### src/hw/port_ctrl_pkg.sv
package port_ctrl_pkg;
    // ----------------------------------------
    // register map of the device outside
    // ----------------------------------------
    localparam logic [2:0] REG_PORT_A_DATA = 3'h0;
    localparam logic [2:0] REG_PORT_B_DATA = 3'h1;
    localparam logic [2:0] REG_PORT_C_DATA = 3'h2;
    localparam logic [2:0] REG_PORT_A_DIRECTION = 3'h3;
    localparam logic [2:0] REG_PORT_B_DIRECTION = 3'h4;
    localparam logic [2:0] REG_PORT_C_DIRECTION = 3'h5;
    localparam logic [2:0] REG_LAST_LEGAL = 3'h5;
    localparam int DATA_W = 8;
    localparam int CLOCK_MHZ = 125;
    // ----------------------------------------
    // bus timing in ns, slowest speed grade
    // ----------------------------------------
    localparam int WRITE_ACTIVE_NS = 420;
    localparam int ACCESS_NS = 450;
    localparam int CYCLE_NS = 450;
    localparam int SETUP_NS = 8;
    localparam int SYNC_STAGES = 2;
    localparam int WRITE_ACTIVE_CYC = (WRITE_ACTIVE_NS * CLOCK_MHZ + 999) / 1000;
    localparam int ACCESS_CYC = (ACCESS_NS * CLOCK_MHZ + 999) / 1000;
    localparam int CYCLE_CYC = (CYCLE_NS * CLOCK_MHZ + 999) / 1000;
    localparam int SETUP_CYC = (SETUP_NS * CLOCK_MHZ + 999) / 1000;
    localparam int CNT_W = 8;
    typedef enum logic [2:0] {
        ST_IDLE = 3'b000,
        ST_SETUP = 3'b001,
        ST_ACTIVE = 3'b010,
        ST_HOLD = 3'b011,
        ST_RECOVER = 3'b100
    } bus_state_t;
endpackage : port_ctrl_pkg

### src/hw/port_bus_host.sv
// Operation
// - select msb is bit 2; refuse 6,7
// - read_write high reads, low writes
// - write data before enabling direction
// - hold write data while write active
`timescale 1ns/1ps
`default_nettype none
module port_bus_host
    import port_ctrl_pkg::*;
#(
    parameter int WIDTH = DATA_W
) (
    input wire logic clock,
    input wire logic rst,
    // user side
    input wire logic req_valid,
    input wire logic req_write,
    input wire logic [2:0] req_reg,
    input wire logic [WIDTH-1:0] req_wdata,
    output logic req_ready,
    output logic rsp_valid,
    output logic rsp_error,
    output logic [WIDTH-1:0] rsp_rdata,
    // device side
    output logic chip_select_n,
    output logic read_write,
    output logic [2:0] register_select,
    output logic [WIDTH-1:0] host_data_bus_out,
    output logic host_data_bus_oe,
    input wire logic [WIDTH-1:0] host_data_bus_in,
    output logic reset_n
);
    localparam logic [CNT_W-1:0] WA_CNT = CNT_W'(WRITE_ACTIVE_CYC);
    // read window also spans the two synchroniser stages, so the word taken
    // was sampled on the pins a full access time after the select settled
    localparam logic [CNT_W-1:0] ACC_CNT = CNT_W'(ACCESS_CYC + SYNC_STAGES);
    localparam logic [CNT_W-1:0] CYC_CNT = CNT_W'(CYCLE_CYC);
    localparam logic [CNT_W-1:0] SU_CNT = CNT_W'(SETUP_CYC);

    // legal register code check
    function automatic logic legal_code(input logic [2:0] code);
        legal_code = (code <= REG_LAST_LEGAL);
    endfunction : legal_code

    // ----------------------------------------
    // bus input synchroniser
    // ----------------------------------------
    logic [WIDTH-1:0] sync1_ff, sync2_ff, nxt_sync1, nxt_sync2;
    always_comb begin
        nxt_sync1 = host_data_bus_in;
        nxt_sync2 = sync1_ff;
    end
    always_ff @(posedge clock) begin
        sync1_ff <= nxt_sync1;
        sync2_ff <= nxt_sync2;
    end

    // ----------------------------------------
    // access sequencer
    // ----------------------------------------
    bus_state_t state_ff, nxt_state;
    logic [CNT_W-1:0] cnt_ff, nxt_cnt;
    logic write_ff, nxt_write;
    logic [2:0] sel_ff, nxt_sel;
    logic [WIDTH-1:0] dout_ff, nxt_dout;
    logic oe_ff, nxt_oe;
    logic cs_n_ff, nxt_cs_n;
    logic rw_ff, nxt_rw;
    logic ready_ff, nxt_ready;
    logic rvalid_ff, nxt_rvalid;
    logic rerr_ff, nxt_rerr;
    logic [WIDTH-1:0] rdata_ff, nxt_rdata;
    logic rstn_ff, nxt_rstn;

    // next-state logic; strobes are placed only after address settles
    always_comb begin
        nxt_state = state_ff;
        nxt_cnt = cnt_ff;
        nxt_write = write_ff;
        nxt_sel = sel_ff;
        nxt_dout = dout_ff;
        nxt_oe = oe_ff;
        nxt_cs_n = cs_n_ff;
        nxt_rw = rw_ff;
        nxt_ready = 1'b0;
        nxt_rvalid = 1'b0;
        nxt_rerr = 1'b0;
        nxt_rdata = rdata_ff;
        nxt_rstn = 1'b1;
        case (state_ff)
            ST_IDLE: begin
                nxt_ready = 1'b1;
                if (req_valid && ready_ff) begin
                    nxt_ready = 1'b0;
                    if (!legal_code(req_reg)) begin
                        nxt_rvalid = 1'b1; // codes 6 and 7 never reach the pins
                        nxt_rerr = 1'b1;
                    end else begin
                        nxt_state = ST_SETUP;
                        nxt_cnt = SU_CNT;
                        nxt_write = req_write;
                        nxt_sel = req_reg; // bit 2 is the msb
                        nxt_dout = req_wdata;
                        nxt_rw = !req_write; // high read, low write
                        nxt_oe = req_write; // drive only for writes
                    end
                end
            end
            ST_SETUP: begin
                nxt_cnt = cnt_ff - 1'b1;
                if (cnt_ff <= 1) begin
                    nxt_state = ST_ACTIVE;
                    nxt_cs_n = 1'b0; // device responds only now
                    nxt_cnt = write_ff ? WA_CNT : ACC_CNT;
                end
            end
            ST_ACTIVE: begin
                nxt_cnt = cnt_ff - 1'b1;
                if (cnt_ff <= 1) begin
                    nxt_state = ST_HOLD;
                    nxt_cs_n = 1'b1; // rising select ends write, device latches
                    nxt_cnt = SU_CNT;
                    if (!write_ff) begin
                        nxt_rdata = sync2_ff; // sensed pin levels or direction
                    end
                end
            end
            ST_HOLD: begin
                // data held past select release
                nxt_cnt = cnt_ff - 1'b1;
                if (cnt_ff <= 1) begin
                    nxt_state = ST_RECOVER;
                    nxt_oe = 1'b0;
                    nxt_rw = 1'b1;
                    nxt_rvalid = 1'b1;
                    nxt_cnt = CYC_CNT;
                end
            end
            ST_RECOVER: begin
                nxt_cnt = cnt_ff - 1'b1;
                if (cnt_ff <= 1) begin
                    nxt_state = ST_IDLE;
                    nxt_ready = 1'b1;
                end
            end
            default: begin
                nxt_state = ST_IDLE;
                nxt_cs_n = 1'b1;
                nxt_oe = 1'b0;
            end
        endcase
        if (rst) begin
            nxt_rstn = 1'b0; // device clears all registers
        end
    end

    // registers only
    always_ff @(posedge clock) begin
        if (rst) begin
            state_ff <= ST_IDLE;
            cnt_ff <= '0;
            write_ff <= 1'b0;
            sel_ff <= 3'h0;
            dout_ff <= '0;
            oe_ff <= 1'b0;
            cs_n_ff <= 1'b1;
            rw_ff <= 1'b1;
            ready_ff <= 1'b0;
            rvalid_ff <= 1'b0;
            rerr_ff <= 1'b0;
            rdata_ff <= '0;
            rstn_ff <= 1'b0;
        end else begin
            state_ff <= nxt_state;
            cnt_ff <= nxt_cnt;
            write_ff <= nxt_write;
            sel_ff <= nxt_sel;
            dout_ff <= nxt_dout;
            oe_ff <= nxt_oe;
            cs_n_ff <= nxt_cs_n;
            rw_ff <= nxt_rw;
            ready_ff <= nxt_ready;
            rvalid_ff <= nxt_rvalid;
            rerr_ff <= nxt_rerr;
            rdata_ff <= nxt_rdata;
            rstn_ff <= nxt_rstn;
        end
    end

    // direction policy is software's job: write data first
    // direction bits map 1:1 to pins in the device
    assign chip_select_n = cs_n_ff;
    assign read_write = rw_ff;
    assign register_select = sel_ff;
    assign host_data_bus_out = dout_ff;
    assign host_data_bus_oe = oe_ff;
    assign req_ready = ready_ff;
    assign rsp_valid = rvalid_ff;
    assign rsp_error = rerr_ff;
    assign rsp_rdata = rdata_ff;
    assign reset_n = rstn_ff;

    // write-active length monitor; a counter covers the whole window where
    // a long repetition would be too costly to unroll
    logic [CNT_W-1:0] wa_run_ff, nxt_wa_run;
    always_comb begin
        nxt_wa_run = '0;
        if (!chip_select_n && !read_write) begin
            nxt_wa_run = wa_run_ff + 1'b1;
        end
    end
    always_ff @(posedge clock) begin
        if (rst) begin
            wa_run_ff <= '0;
        end else begin
            wa_run_ff <= nxt_wa_run;
        end
    end
endmodule : port_bus_host
`default_nettype wire

### config.mk
export PLATFORM = sky130hd
export DESIGN_NAME = port_bus_host
export DESIGN_NICKNAME = d
export VERILOG_FILES = /design/src/hw/port_ctrl_pkg.sv /design/src/hw/port_bus_host.sv
export SDC_FILE = /design/constraint.sdc
export NUM_CORES = 1
export LEC_CHECK = 0
export ABC_AREA = 0
export ABC_CLOCK_PERIOD_IN_PS = 2450
export BUFFER_PORTS_ARGS = -buffer_cell sky130_fd_sc_hd__buf_2
export CORE_UTILIZATION = 52
export DETAILED_ROUTE_END_ITERATION = 10
export PLACE_DENSITY = 0.74
export SLEW_MARGIN = 20
export SYNTH_ARGS = -nofsm -noshare
export SYNTH_HDL_FRONTEND = slang
export SYNTH_SLANG_ARGS = --single-unit
export TNS_END_PERCENT = 20
### constraint.sdc
create_clock -name clock -period 2.45 [get_ports clock]
set_input_delay 0.1225 -clock clock [delete_from_list [all_inputs] [get_ports clock]]
set_output_delay 0.1225 -clock clock [all_outputs]
set_load 0.05 [all_outputs]
==> run_results.csv, run 1 <==
group,metric,value,unit
min_path,worstHoldStart,"req_wdata[3]",
floorplanning,die-area,4340,sq um
layout,drive_gt1_share,23.5,%
global_routing,grt_pass1_vias,1741,
placed_design,place.gp.congestion,0.857,
logic_synthesis,syn-mean-instance-area,9.26,sq um
layout,area_growth,21.2,%
setup_path,slowest_delay,460,ps
setup_path,rr_worst_depth,6,
timing,clock.fmax,488,MHz
timing,clock-skew-final,10.8,ps
clock_network,path_clk_slew,100,ps
min_path,hold_path_end,"host_data_bus_out[3]",
timing,hold_violations,0,
clock_network,post_cts_buffers,0,
power_and_ir_drop,pwr-share-clk,16.4,%
layout,mostFrequentLayoutCells,"dfxtp_1, buf_2, nand2_1",
route,antenna_left,0,
global_routing,antenna_found_initial,0,
layout,num-fill-cells,308,
setup_path,crit_required,2690,ps
timing,tightest_slew,728,ps
layout,nNetsFinal,309,
power_and_ir_drop,p_per_area,1250,nW/um^2
layout,fin_area,2570,sq um
setup_path,cpLargestDelayFamily,"compound AO/OA/AOI/OAI gates",
clock_network,numCtsBuffers,5,
power_and_ir_drop,p_seq_share,36.5,%
status,status,"complete, no violations",
route,wirelength,4670,um
clock_network,cts_resized,0,
logic_synthesis,synthTopCellsByArea,"dfxtp_1, nand2_1, a21oi_1, mux2i_1, nor2_1",
placed_design,dp_slack,437,ps
route,num_vias,1862,
power_and_ir_drop,combPwrFrac,47.0,%
global_routing,gr-usage-all-layers,24.0,%
power_and_ir_drop,p_switching,0.00143,W
setup_path,cp_slowest_cell,"o21bai_1",
placed_design,post_dp_cell_area,2390,sq um
floorplanning,start_util,56.2,%
setup_path,rrSetupSlack,400,ps
timing,rsz0062_at_grt,"false",
setup_path,reg2reg_from,"cnt_ff[0]",
logic_synthesis,ys_seq_elements,54,
floorplanning,num_rows,22,
placed_design,port_buffers,48,
route,initialDrtViolationCount,126,
setup_path,critical_path_class,"reg -> reg",
setup_path,arrival,2290,ps
timing,final.min_clock_period,2050,ps
global_routing,grt_max_degree,40,
clock_network,cts_sinks,54,
global_routing,grt_overflow_total,0,
clock_network,cts_tree,"done",
logic_synthesis,synth_cells,229,
route,drc_errors,0,
power_and_ir_drop,switching_share,44.5,%
logic_synthesis,syn_nets,254,
global_routing,grt_pass1_wl,7950,um
logic_synthesis,async_reset_ff_share,0,%
clock_network,postCtsHoldBufs,8,
min_path,hold_depth,3,
clock_network,clk_path_buf_depth,2,
clock_network,cts_root_buffer,"clkbuf_8",
floorplanning,die_width,65.8,um
min_path,hold_class,"in -> reg",
setup_path,critPathMaxFanout,6,
logic_synthesis,yosysUniqueCellTypes,47,
logic_synthesis,synth_seq_area_share,51.0,%
timing,slew_violations,0,
timing,setup_ws,399,ps
logic_synthesis,yosysTopAreaCell,"dfxtp_1",
setup_path,path_cells,"inv_1 -> ha_1 -> o21bai_1 -> o41ai_1 -> or3b_2 -> a21oi_1",
logic_synthesis,syn_area,2120,sq um
floorplanning,die_h,65.8,um
placed_design,dp_hpwl,3080,um
logic_synthesis,yosys_warnings,0,
power_and_ir_drop,power.total,0.00322,W
power_and_ir_drop,power.internal,0.00178,W
clock_network,clk_latency,310,ps
timing,finalCritPeriodShare,83.7,%
timing,slew_headroom,51.5,%
logic_synthesis,synth_ff_type,"dfxtp_1",
job,cap_viol_max_count,0,
setup_path,path_buf_inv,1,
logic_synthesis,synth-edff-count,0,
setup_path,end_kind,"register",
floorplanning,ios,49,
setup_path,rr_endpoint,"host_data_bus_oe",
layout,final_common_cell,"dfxtp_1",
route,dr.pass1.iters,4,
clock_network,ctsHtreeMaxLevel,2,
floorplanning,core_area,3770,sq um
layout,antenna_cells,0,
power_and_ir_drop,ir_worst_vdd,0.588,mV
route,vias_per_cell,5.59,
setup_path,crit_path_start,"cnt_ff[0]",
timing,fin_tns_setup,0,ps
route,wl_per_cell,14.0,um
logic_synthesis,yosysTopAreaCellShare,51.0,%
setup_path,start_kind,"register",
timing,finalSetupViolations,0,
power_and_ir_drop,leakage,1.05,nW
==> power by group through the flow <==
stage	Sequential, W	Clock (W)	Combinational (W)
after detailed placement	0.00119	0	0.00148
after global placement	0.00119	0	0.00147
after floorplan	0.00136	0	0.000998
after global routing	0.00121	0.000580	0.00166
after CTS	0.00117	0.000542	0.00150
final	0.00118	0.000528	0.00151
==> worst min-delay path: stages <==
cell     delay [ps]
buf_2            90
nand2_1          40
a21oi_1          50
==> per-layer routing <==
metal,vias to the layer above,global-route usage [%],wire [um]
met5,-,0,0
met2,60,37.9,2170
met3,6,6.21,248
met4,0,7.34,55
met1,863,32.0,2200
li1,933,-,-
==> through the flow <==
stage / util, % / hold WS, ps / instances
3_3_place_gp: 63.4 / 225 / 317
3_5_place_dp: 63.4 / 227 / 317
6_report: 68.1 / 39.1 / 333
2_1_floorplan: - / 150 / 229
5_1_grt: 68.1 / 45.0 / 333
4_1_cts: 68.1 / 34.3 / 333
==> worst max path at each step <==
stage	end	slack, ps	cells after the start
floorplan	rsp_rdata[0]	440	6
global placement	host_data_bus_oe	500	6
detailed placement	cnt_ff[4]	440	4
CTS	host_data_bus_oe	420	6
global route	host_data_bus_oe	210	6
finish	host_data_bus_oe	400	6
==> sequential cells by signal, indices dropped and copies added (netlist names) <==
signal	count
host_data_bus_oe	1
host_data_bus_out	8
reset_n	1
read_write	1
chip_select_n	1
rsp_rdata	8
state_ff	3
write_ff	1
req_ready	1
register_select	3
sync2_ff	8
rsp_valid	1
nxt_sync2	8
rsp_error	1
cnt_ff	8
==> cells in the mapped netlist, drive strengths merged, types with 3 or more instances <==
cell type  count
a211oi         5
a21oi         19
a31oi          7
clkbuf        10
dfxtp         54
inv            6
mux2i          9
nand2         30
nand3          3
nor2          18
nor3          11
nor4           6
o21ai          5
o21bai         4
o22ai          3
==> layout make-up <==
class                   count  area (sq um)  area share (%)
well taps                  48          60.1            2.34
flip-flops and latches     54          1080            42.1
inverters                   6          22.5           0.877
multi-input cells         157           956            37.2
repair buffers             60           350            13.6
clock buffers               6          82.6            3.21
clock inverters             2          16.3           0.633
==> kinds of logic (layout without fill, tap and decap cells) <==
family,Yosys count,count (layout),share of synthesized area [%]
AO/OA/AOI/OAI,60,60,18.6
buffers and inverters,18,74,3.90
multiplexers,9,9,4.25
AND/OR/NAND/NOR,83,83,19.8
adder cells (fa/ha/maj),3,3,1.65
flip-flops,54,54,51.0
XOR/XNOR,2,2,0.827
Power figures use the tool's default switching activity.
==> run 2, diff against run 1 <==
- ABC_AREA: 0 -> 1
- ABC_CLOCK_PERIOD_IN_PS: 2450 -> 1900
- PLACE_DENSITY: 0.74 -> 0.75
- clock period: 2.45 -> 1.9 ns (I/O delays scaled with it)
==> run 2 against run 1 <==
  * Maximum frequency is 29% higher
  * Critical path depth is 3 higher
  * Worst hold slack worse by 34 ps
  * Critical endpoint is now rsp_rdata[4]
  * Synthesized cell count is 15% higher
  * Design area is 0.68% lower
==> run_results.csv, run 2 <==
group,metric,value,unit
global_routing,grt_overflow_total,0,
timing,setup_ws,308,ps
route,wirelength,4050,um
setup_path,critical_path_class,"reg -> reg",
global_routing,grt_pass1_vias,1709,
logic_synthesis,syn-mean-instance-area,7.91,sq um
timing,slew_headroom,74.8,%
floorplanning,num_rows,22,
global_routing,antenna_found_initial,0,
min_path,worstHoldStart,"req_wdata[4]",
timing,finalCritPeriodShare,83.8,%
clock_network,post_cts_buffers,0,
logic_synthesis,synth-adder-area-share,1.20,%
logic_synthesis,yosys_warnings,0,
layout,antenna_cells,0,
clock_network,cts_tree,"done",
job,cap_viol_max_count,0,
route,drc_errors,0,
power_and_ir_drop,leakage,1.27,nW
route,initialDrtViolationCount,102,
floorplanning,die_width,65.4,um
logic_synthesis,syn_nets,289,
timing,tightest_slew,378,ps
layout,fin_area,2550,sq um
clock_network,ctsHtreeMaxLevel,2,
floorplanning,ios,49,
logic_synthesis,yosysTopAreaCell,"dfxtp_1",
power_and_ir_drop,ir_worst_vdd,0.900,mV
logic_synthesis,syn_area,2090,sq um
layout,mostFrequentLayoutCells,"dfxtp_1, nand2_1, buf_2",
floorplanning,core_area,3740,sq um
logic_synthesis,synth-edff-count,0,
global_routing,grt_pass1_wl,7210,um
layout,stdcell_count,372,
timing,clock.fmax,628,MHz
setup_path,start_kind,"register",
logic_synthesis,synthXorXnorAreaFrac,1.68,%
clock_network,clk_path_buf_depth,2,
min_path,hold_path_end,"host_data_bus_out[4]",
clock_network,numCtsBuffers,5,
power_and_ir_drop,power.total,0.00373,W
placed_design,place.gp.congestion,0.853,
power_and_ir_drop,p_per_area,1460,nW/um^2
placed_design,post_dp_cell_area,2360,sq um
setup_path,rr_worst_depth,9,
logic_synthesis,ys_seq_elements,54,
clock_network,cts_root_buffer,"clkbuf_8",
timing,final.min_clock_period,1590,ps
route,num_vias,1814,
logic_synthesis,synth_compound_area_share,11.5,%
timing,rsz0062_at_grt,"false",
clock_network,cts_sinks,54,
logic_synthesis,yosysTopAreaCellShare,51.8,%
setup_path,critPathMaxFanout,16,
logic_synthesis,synth_simple_gate_area_share,25.4,%
floorplanning,start_util,55.7,%
placed_design,port_buffers,48,
logic_synthesis,synth_seq_area_share,51.8,%
logic_synthesis,synth_ff_type,"dfxtp_1",
placed_design,dp_hpwl,2940,um
setup_path,arrival,1800,ps
route,antenna_left,0,
min_path,hold_depth,3,
layout,drive_gt1_share,26.2,%
layout,area_growth,22.2,%
timing,slew_violations,0,
clock_network,path_clk_slew,100,ps
setup_path,crit_required,2100,ps
logic_synthesis,synth.area.mux_share,0,%
layout,final_common_cell,"dfxtp_1",
route,dr.pass1.iters,4,
floorplanning,die-area,4270,sq um
status,status,"complete, no violations",
global_routing,gr-usage-all-layers,22.0,%
setup_path,end_kind,"register",
route,wl_per_cell,10.9,um
timing,finalSetupViolations,0,
logic_synthesis,yosysUniqueCellTypes,27,
clock_network,clk_latency,310,ps
min_path,hold_class,"in -> reg",
logic_synthesis,synth_top_family_by_area,"simple AND/OR/NAND/NOR gates",
timing,clock-skew-final,8.36,ps
layout,nNetsFinal,348,
timing,hold_violations,0,
timing,fin_tns_setup,0,ps
logic_synthesis,yosys.cell_count.top_type,"dfxtp_1",
route,vias_per_cell,4.88,
logic_synthesis,ys_top_cells_by_count,"dfxtp_1, nand2_1, nor2_1",
floorplanning,die_h,65.4,um
logic_synthesis,synthTopCellsByArea,"dfxtp_1, nand2_1, nor2_1, o21ai_0, inv_1",
placed_design,dp_slack,320,ps
setup_path,rrSetupSlack,310,ps
logic_synthesis,synth_cells,264,
global_routing,grt_max_degree,27,
setup_path,rr_endpoint,"rsp_rdata[4]",
placed_design,placed_cells,355,
logic_synthesis,async_reset_ff_share,0,%
setup_path,reg2reg_from,"cnt_ff[0]",
## run 2: changes by cell type after synthesis, sizes merged, moves of 5 or more
cell	before	now
nor2	18	42
o21ai	5	23
a31oi	7	0
nor3	11	0
mux2i	9	0
nand3	3	17
inv	6	36
clkbuf	10	3
nor4	6	1
nand2	30	56
## run 2: final cells by class
class                           instances  area, sq um
Fill cell                             339         1190
Inverter                               36          138
Clock inverter                          3         28.8
Multi-Input combinational cell        167          830
Clock buffer                            5         68.8
Tap cell                               48         60.1
Sequential cell                        54         1080
Timing Repair Buffer                   59          345
## run 2: worst max-delay path, stage by stage, from the launching register on
cell	delay [ps]
dfxtp_1	340
inv_1	90
ha_1	200
nor2_1	50
nor2_1	120
nand2_2	110
inv_4	110
nand3_4	170
o21ai_0	220
a21oi_1	60
## run 2: worst max path at each step
stage	to	slack [ps]	cells past startpoint	from
final	rsp_rdata[4]	310	9	cnt_ff[0]
after global routing	rsp_rdata[4]	130	9	cnt_ff[0]
after CTS	rsp_rdata[2]	300	9	cnt_ff[0]
after detailed placement	rsp_rdata[2]	320	9	cnt_ff[0]
after global placement	rsp_rdata[3]	400	9	cnt_ff[0]
after floorplan	host_data_bus_oe	420	7	req_ready
## run 2: routing by layer
| metal | share of wire [%] | up-vias | global-route usage [%] | routed length [um] |
|---|---|---|---|---|
| met4 | 2.1 | 0 | 8.97 | 85 |
| met3 | 4.3 | 8 | 6.60 | 176 |
| met2 | 48 | 34 | 37.2 | 1950 |
| met1 | 45 | 826 | 25.7 | 1840 |
| met5 | 0 | - | 0 | 0 |
| li1 | - | 946 | - | - |
## run 2: kinds of logic (layout without fill, tap and decap cells)
family / after synthesis / count (layout)
AND/OR/NAND/NOR: 118 / 118
AO/OA/AOI/OAI: 43 / 43
adder cells (fa/ha/maj): 2 / 2
flip-flops: 54 / 54
buffers and inverters: 43 / 103
XOR/XNOR: 4 / 4
## run 2: through the flow
step	utilization, %	hold slack (ps)
2_1_floorplan	-	123
3_3_place_gp	63.1	198
3_5_place_dp	63.1	199
4_1_cts	67.9	2.45
5_1_grt	68.1	17.3
6_report	68.1	5.35
## run 2: report_power, final
part / internal, W / switching, W
combinational: 0.000486 / 0.00115
clock: 0.000273 / 0.000391
sequential: 0.00131 / 0.000113
## run 2: timing repair
| item | CTS | global route |
|---|---|---|
| hold endpoints to repair | 8 | 1 |
| hold buffers | 8 | 1 |
| resized for setup | 0 | 0 |
==> run 3, diff against run 2 <==
- ABC_CLOCK_PERIOD_IN_PS: 1900 -> 1400
- CORE_UTILIZATION: 52 -> 47
- PLACE_DENSITY: 0.75 -> 0.71
- clock period: 1.9 -> 1.4 ns (I/O delays scaled with it)
==> run 3 against run 2 <==
  * Sequential share of layout area decreased by 4.8 points
  * Sequential power increased by 37%
  * Clock skew decreased by 3.3 ps
  * Critical endpoint is now rsp_rdata[5]
  * Clock-buffer cell count unchanged
  * Wire length increased by 26%
  * Non-clock buffer count increased by 25
  * Design area increased by 14%
  * First-iteration DRC count decreased by 17%
  * The run now ends with setup timing left
==> run_results.csv, run 3 (synthesis results as in run 2) <==
group,metric,value,unit
status,status,"finished, violations left",
status,violations,"setup timing",
timing,finalSetupViolations,13,
setup_path,reg2reg_from,"cnt_ff[0]",
setup_path,cp_common_cell,"inv_4",
setup_path,cp_slowest_cell,"dfxtp_4",
placed_design,port_buffers,48,
clock_network,cts_tree,"done",
layout,mostFrequentLayoutCells,"dfxtp_1, buf_2, nand2_1",
setup_path,end_kind,"register",
layout,nNetsFinal,375,
placed_design,dp_slack,-135,ps
placed_design,place.gp.congestion,0.854,
setup_path,slowest_delay,380,ps
timing,slew_headroom,74.7,%
clock_network,path_clk_slew,100,ps
global_routing,gr-usage-all-layers,23.3,%
route,initialDrtViolationCount,85,
power_and_ir_drop,p_per_area,2010,nW/um^2
layout,num-fill-cells,339,
placed_design,dp_hpwl,3050,um
setup_path,start_kind,"register",
floorplanning,die_width,68.6,um
floorplanning,num_rows,23,
power_and_ir_drop,ir_worst_vdd,1.11,mV
floorplanning,ios,49,
global_routing,grt_pass1_wl,7970,um
route,num_vias,1927,
global_routing,grt_pass1_vias,1833,
setup_path,path_cells,"inv_4 -> ha_4 -> nor2_4 -> nor2_2 -> nand2_4 -> inv_4 -> buf_12 -> nand3_4 -> a21oi_1",
setup_path,rr_endpoint,"rsp_rdata[5]",
timing,finalCritPeriodShare,104,%
layout,drive_gt1_share,34.5,%
global_routing,antenna_found_initial,0,
floorplanning,start_util,50.4,%
setup_path,arrival,1690,ps
route,dr.pass1.iters,4,
timing,hold_violations,0,
clock_network,ctsHtreeMaxLevel,2,
layout,antenna_cells,0,
global_routing,grt_overflow_total,0,
job,cap_viol_max_count,0,
setup_path,rr_worst_depth,9,
setup_path,rrSetupSlack,-50,ps
layout,fin_util,70.0,%
timing,clock.fmax,690,MHz
setup_path,crit_end,"rsp_rdata[5]",
route,antenna_left,0,
min_path,hold_class,"in -> reg",
power_and_ir_drop,leakage,1.41,nW
floorplanning,core_area,4140,sq um
setup_path,critPathMaxFanout,8,
route,wirelength,5100,um
route,drc_errors,0,
timing,slew_violations,0,
route,wl_per_cell,12.7,um
timing,holdWs,33.4,ps
route,vias_per_cell,4.81,
timing,final.min_clock_period,1450,ps
layout,area_growth,38.9,%
timing,setup_ws,-49.1,ps
setup_path,critical_path_class,"reg -> reg",
floorplanning,die-area,4710,sq um
clock_network,cts_root_buffer,"clkbuf_8",
clock_network,numCtsBuffers,5,
clock_network,clk_latency,320,ps
layout,final_common_cell,"dfxtp_1",
setup_path,crit_path_start,"cnt_ff[0]",
timing,tightest_slew,380,ps
global_routing,grt_max_degree,20,
floorplanning,die_h,68.6,um
clock_network,cts_sinks,54,
setup_path,crit_required,1640,ps
timing,rsz0062_at_grt,"true",
timing,clock-skew-final,5.03,ps
clock_network,clk_path_buf_depth,2,
-- run 3: cell types whose count changed in the layout (fill, tap and decap cells not counted), moves of 3 or more --
cell / before / now
buf_4: 2 / 15
dlygate4sd3_1: 9 / 19
o21ai_0: 20 / 13
o21ai_1: 0 / 6
nand2_1: 50 / 45
dfxtp_1: 54 / 50
nand2_2: 6 / 10
dfxtp_2: 0 / 3
inv_4: 1 / 4
nor2_1: 36 / 33
-- run 3: critical path, delay by kind of cell (launching register included) --
| family | cells | cell delay, ps |
|---|---|---|
| fa+ha+maj | 1 | 140 |
| compound gates | 1 | 190 |
| buf+inv | 3 | 280 |
| simple gates | 4 | 380 |
| flops | 1 | 380 |
-- run 3: power by group --
group | switching [W] | internal (W)
clock | 0.000564 | 0.000372
combinational | 0.00186 | 0.00108
sequential | 0.000165 | 0.00180
total | 0.00259 | 0.00325
-- run 3: per-layer routing --
metal  share of wire, %  GRT usage, %  up-vias
met5                  0             0        -
met3                4.7          6.41        7
met4                1.6          9.38        0
li1                   -             -      997
met2                 51          41.8       51
met1                 43          25.8      872
-- run 3: worst min-delay path by stage --
stage              endpoint                start  slack, ps  cells after the start
2_1_floorplan  nxt_sync2[0]  host_data_bus_in[0]        100                      0
3_3_place_gp   nxt_sync2[4]  host_data_bus_in[4]        170                      1
3_5_place_dp   nxt_sync2[7]  host_data_bus_in[7]        170                      1
4_1_cts           rsp_error           req_reg[2]         30                      3
5_1_grt           rsp_error           req_reg[2]         40                      3
6_report          rsp_error           req_reg[2]         30                      3
-- run 3: metrics by stage --
stage | setup TNS (ps) | total power (W) | instance area [sq um] | std cells
floorplan | -4.23 | 0.00374 | 2090 | 264
global placement | -159 | 0.00420 | 2420 | 363
detailed placement | -900 | 0.00425 | 2420 | 363
CTS | -239 | 0.00543 | 2800 | 394
global route | -1980 | 0.00620 | 2900 | 401
finish | -205 | 0.00584 | 2900 | 401
-- run 3: area by class of cell --
cell class	instances	area, sq um	area share, %
timing repair buffer	84	583	20.1
sequential	54	1090	37.5
multi-input combinational	168	915	31.5
tap	50	62.6	2.16
clock inverter	3	28.8	0.993
inverter	36	145	5.01
timing repair inverter	1	7.51	0.259
clock buffer	5	68.8	2.37
-- run 3: what timing repair did --
action	4_1_cts	5_1_grt
endpoints found under the setup margin	19	35
buffers inserted	2	7
cloned	2	0
hold endpoints to repair	19	0
hold buffers	19	0
resized for setup	21	13
pin swaps	5	7
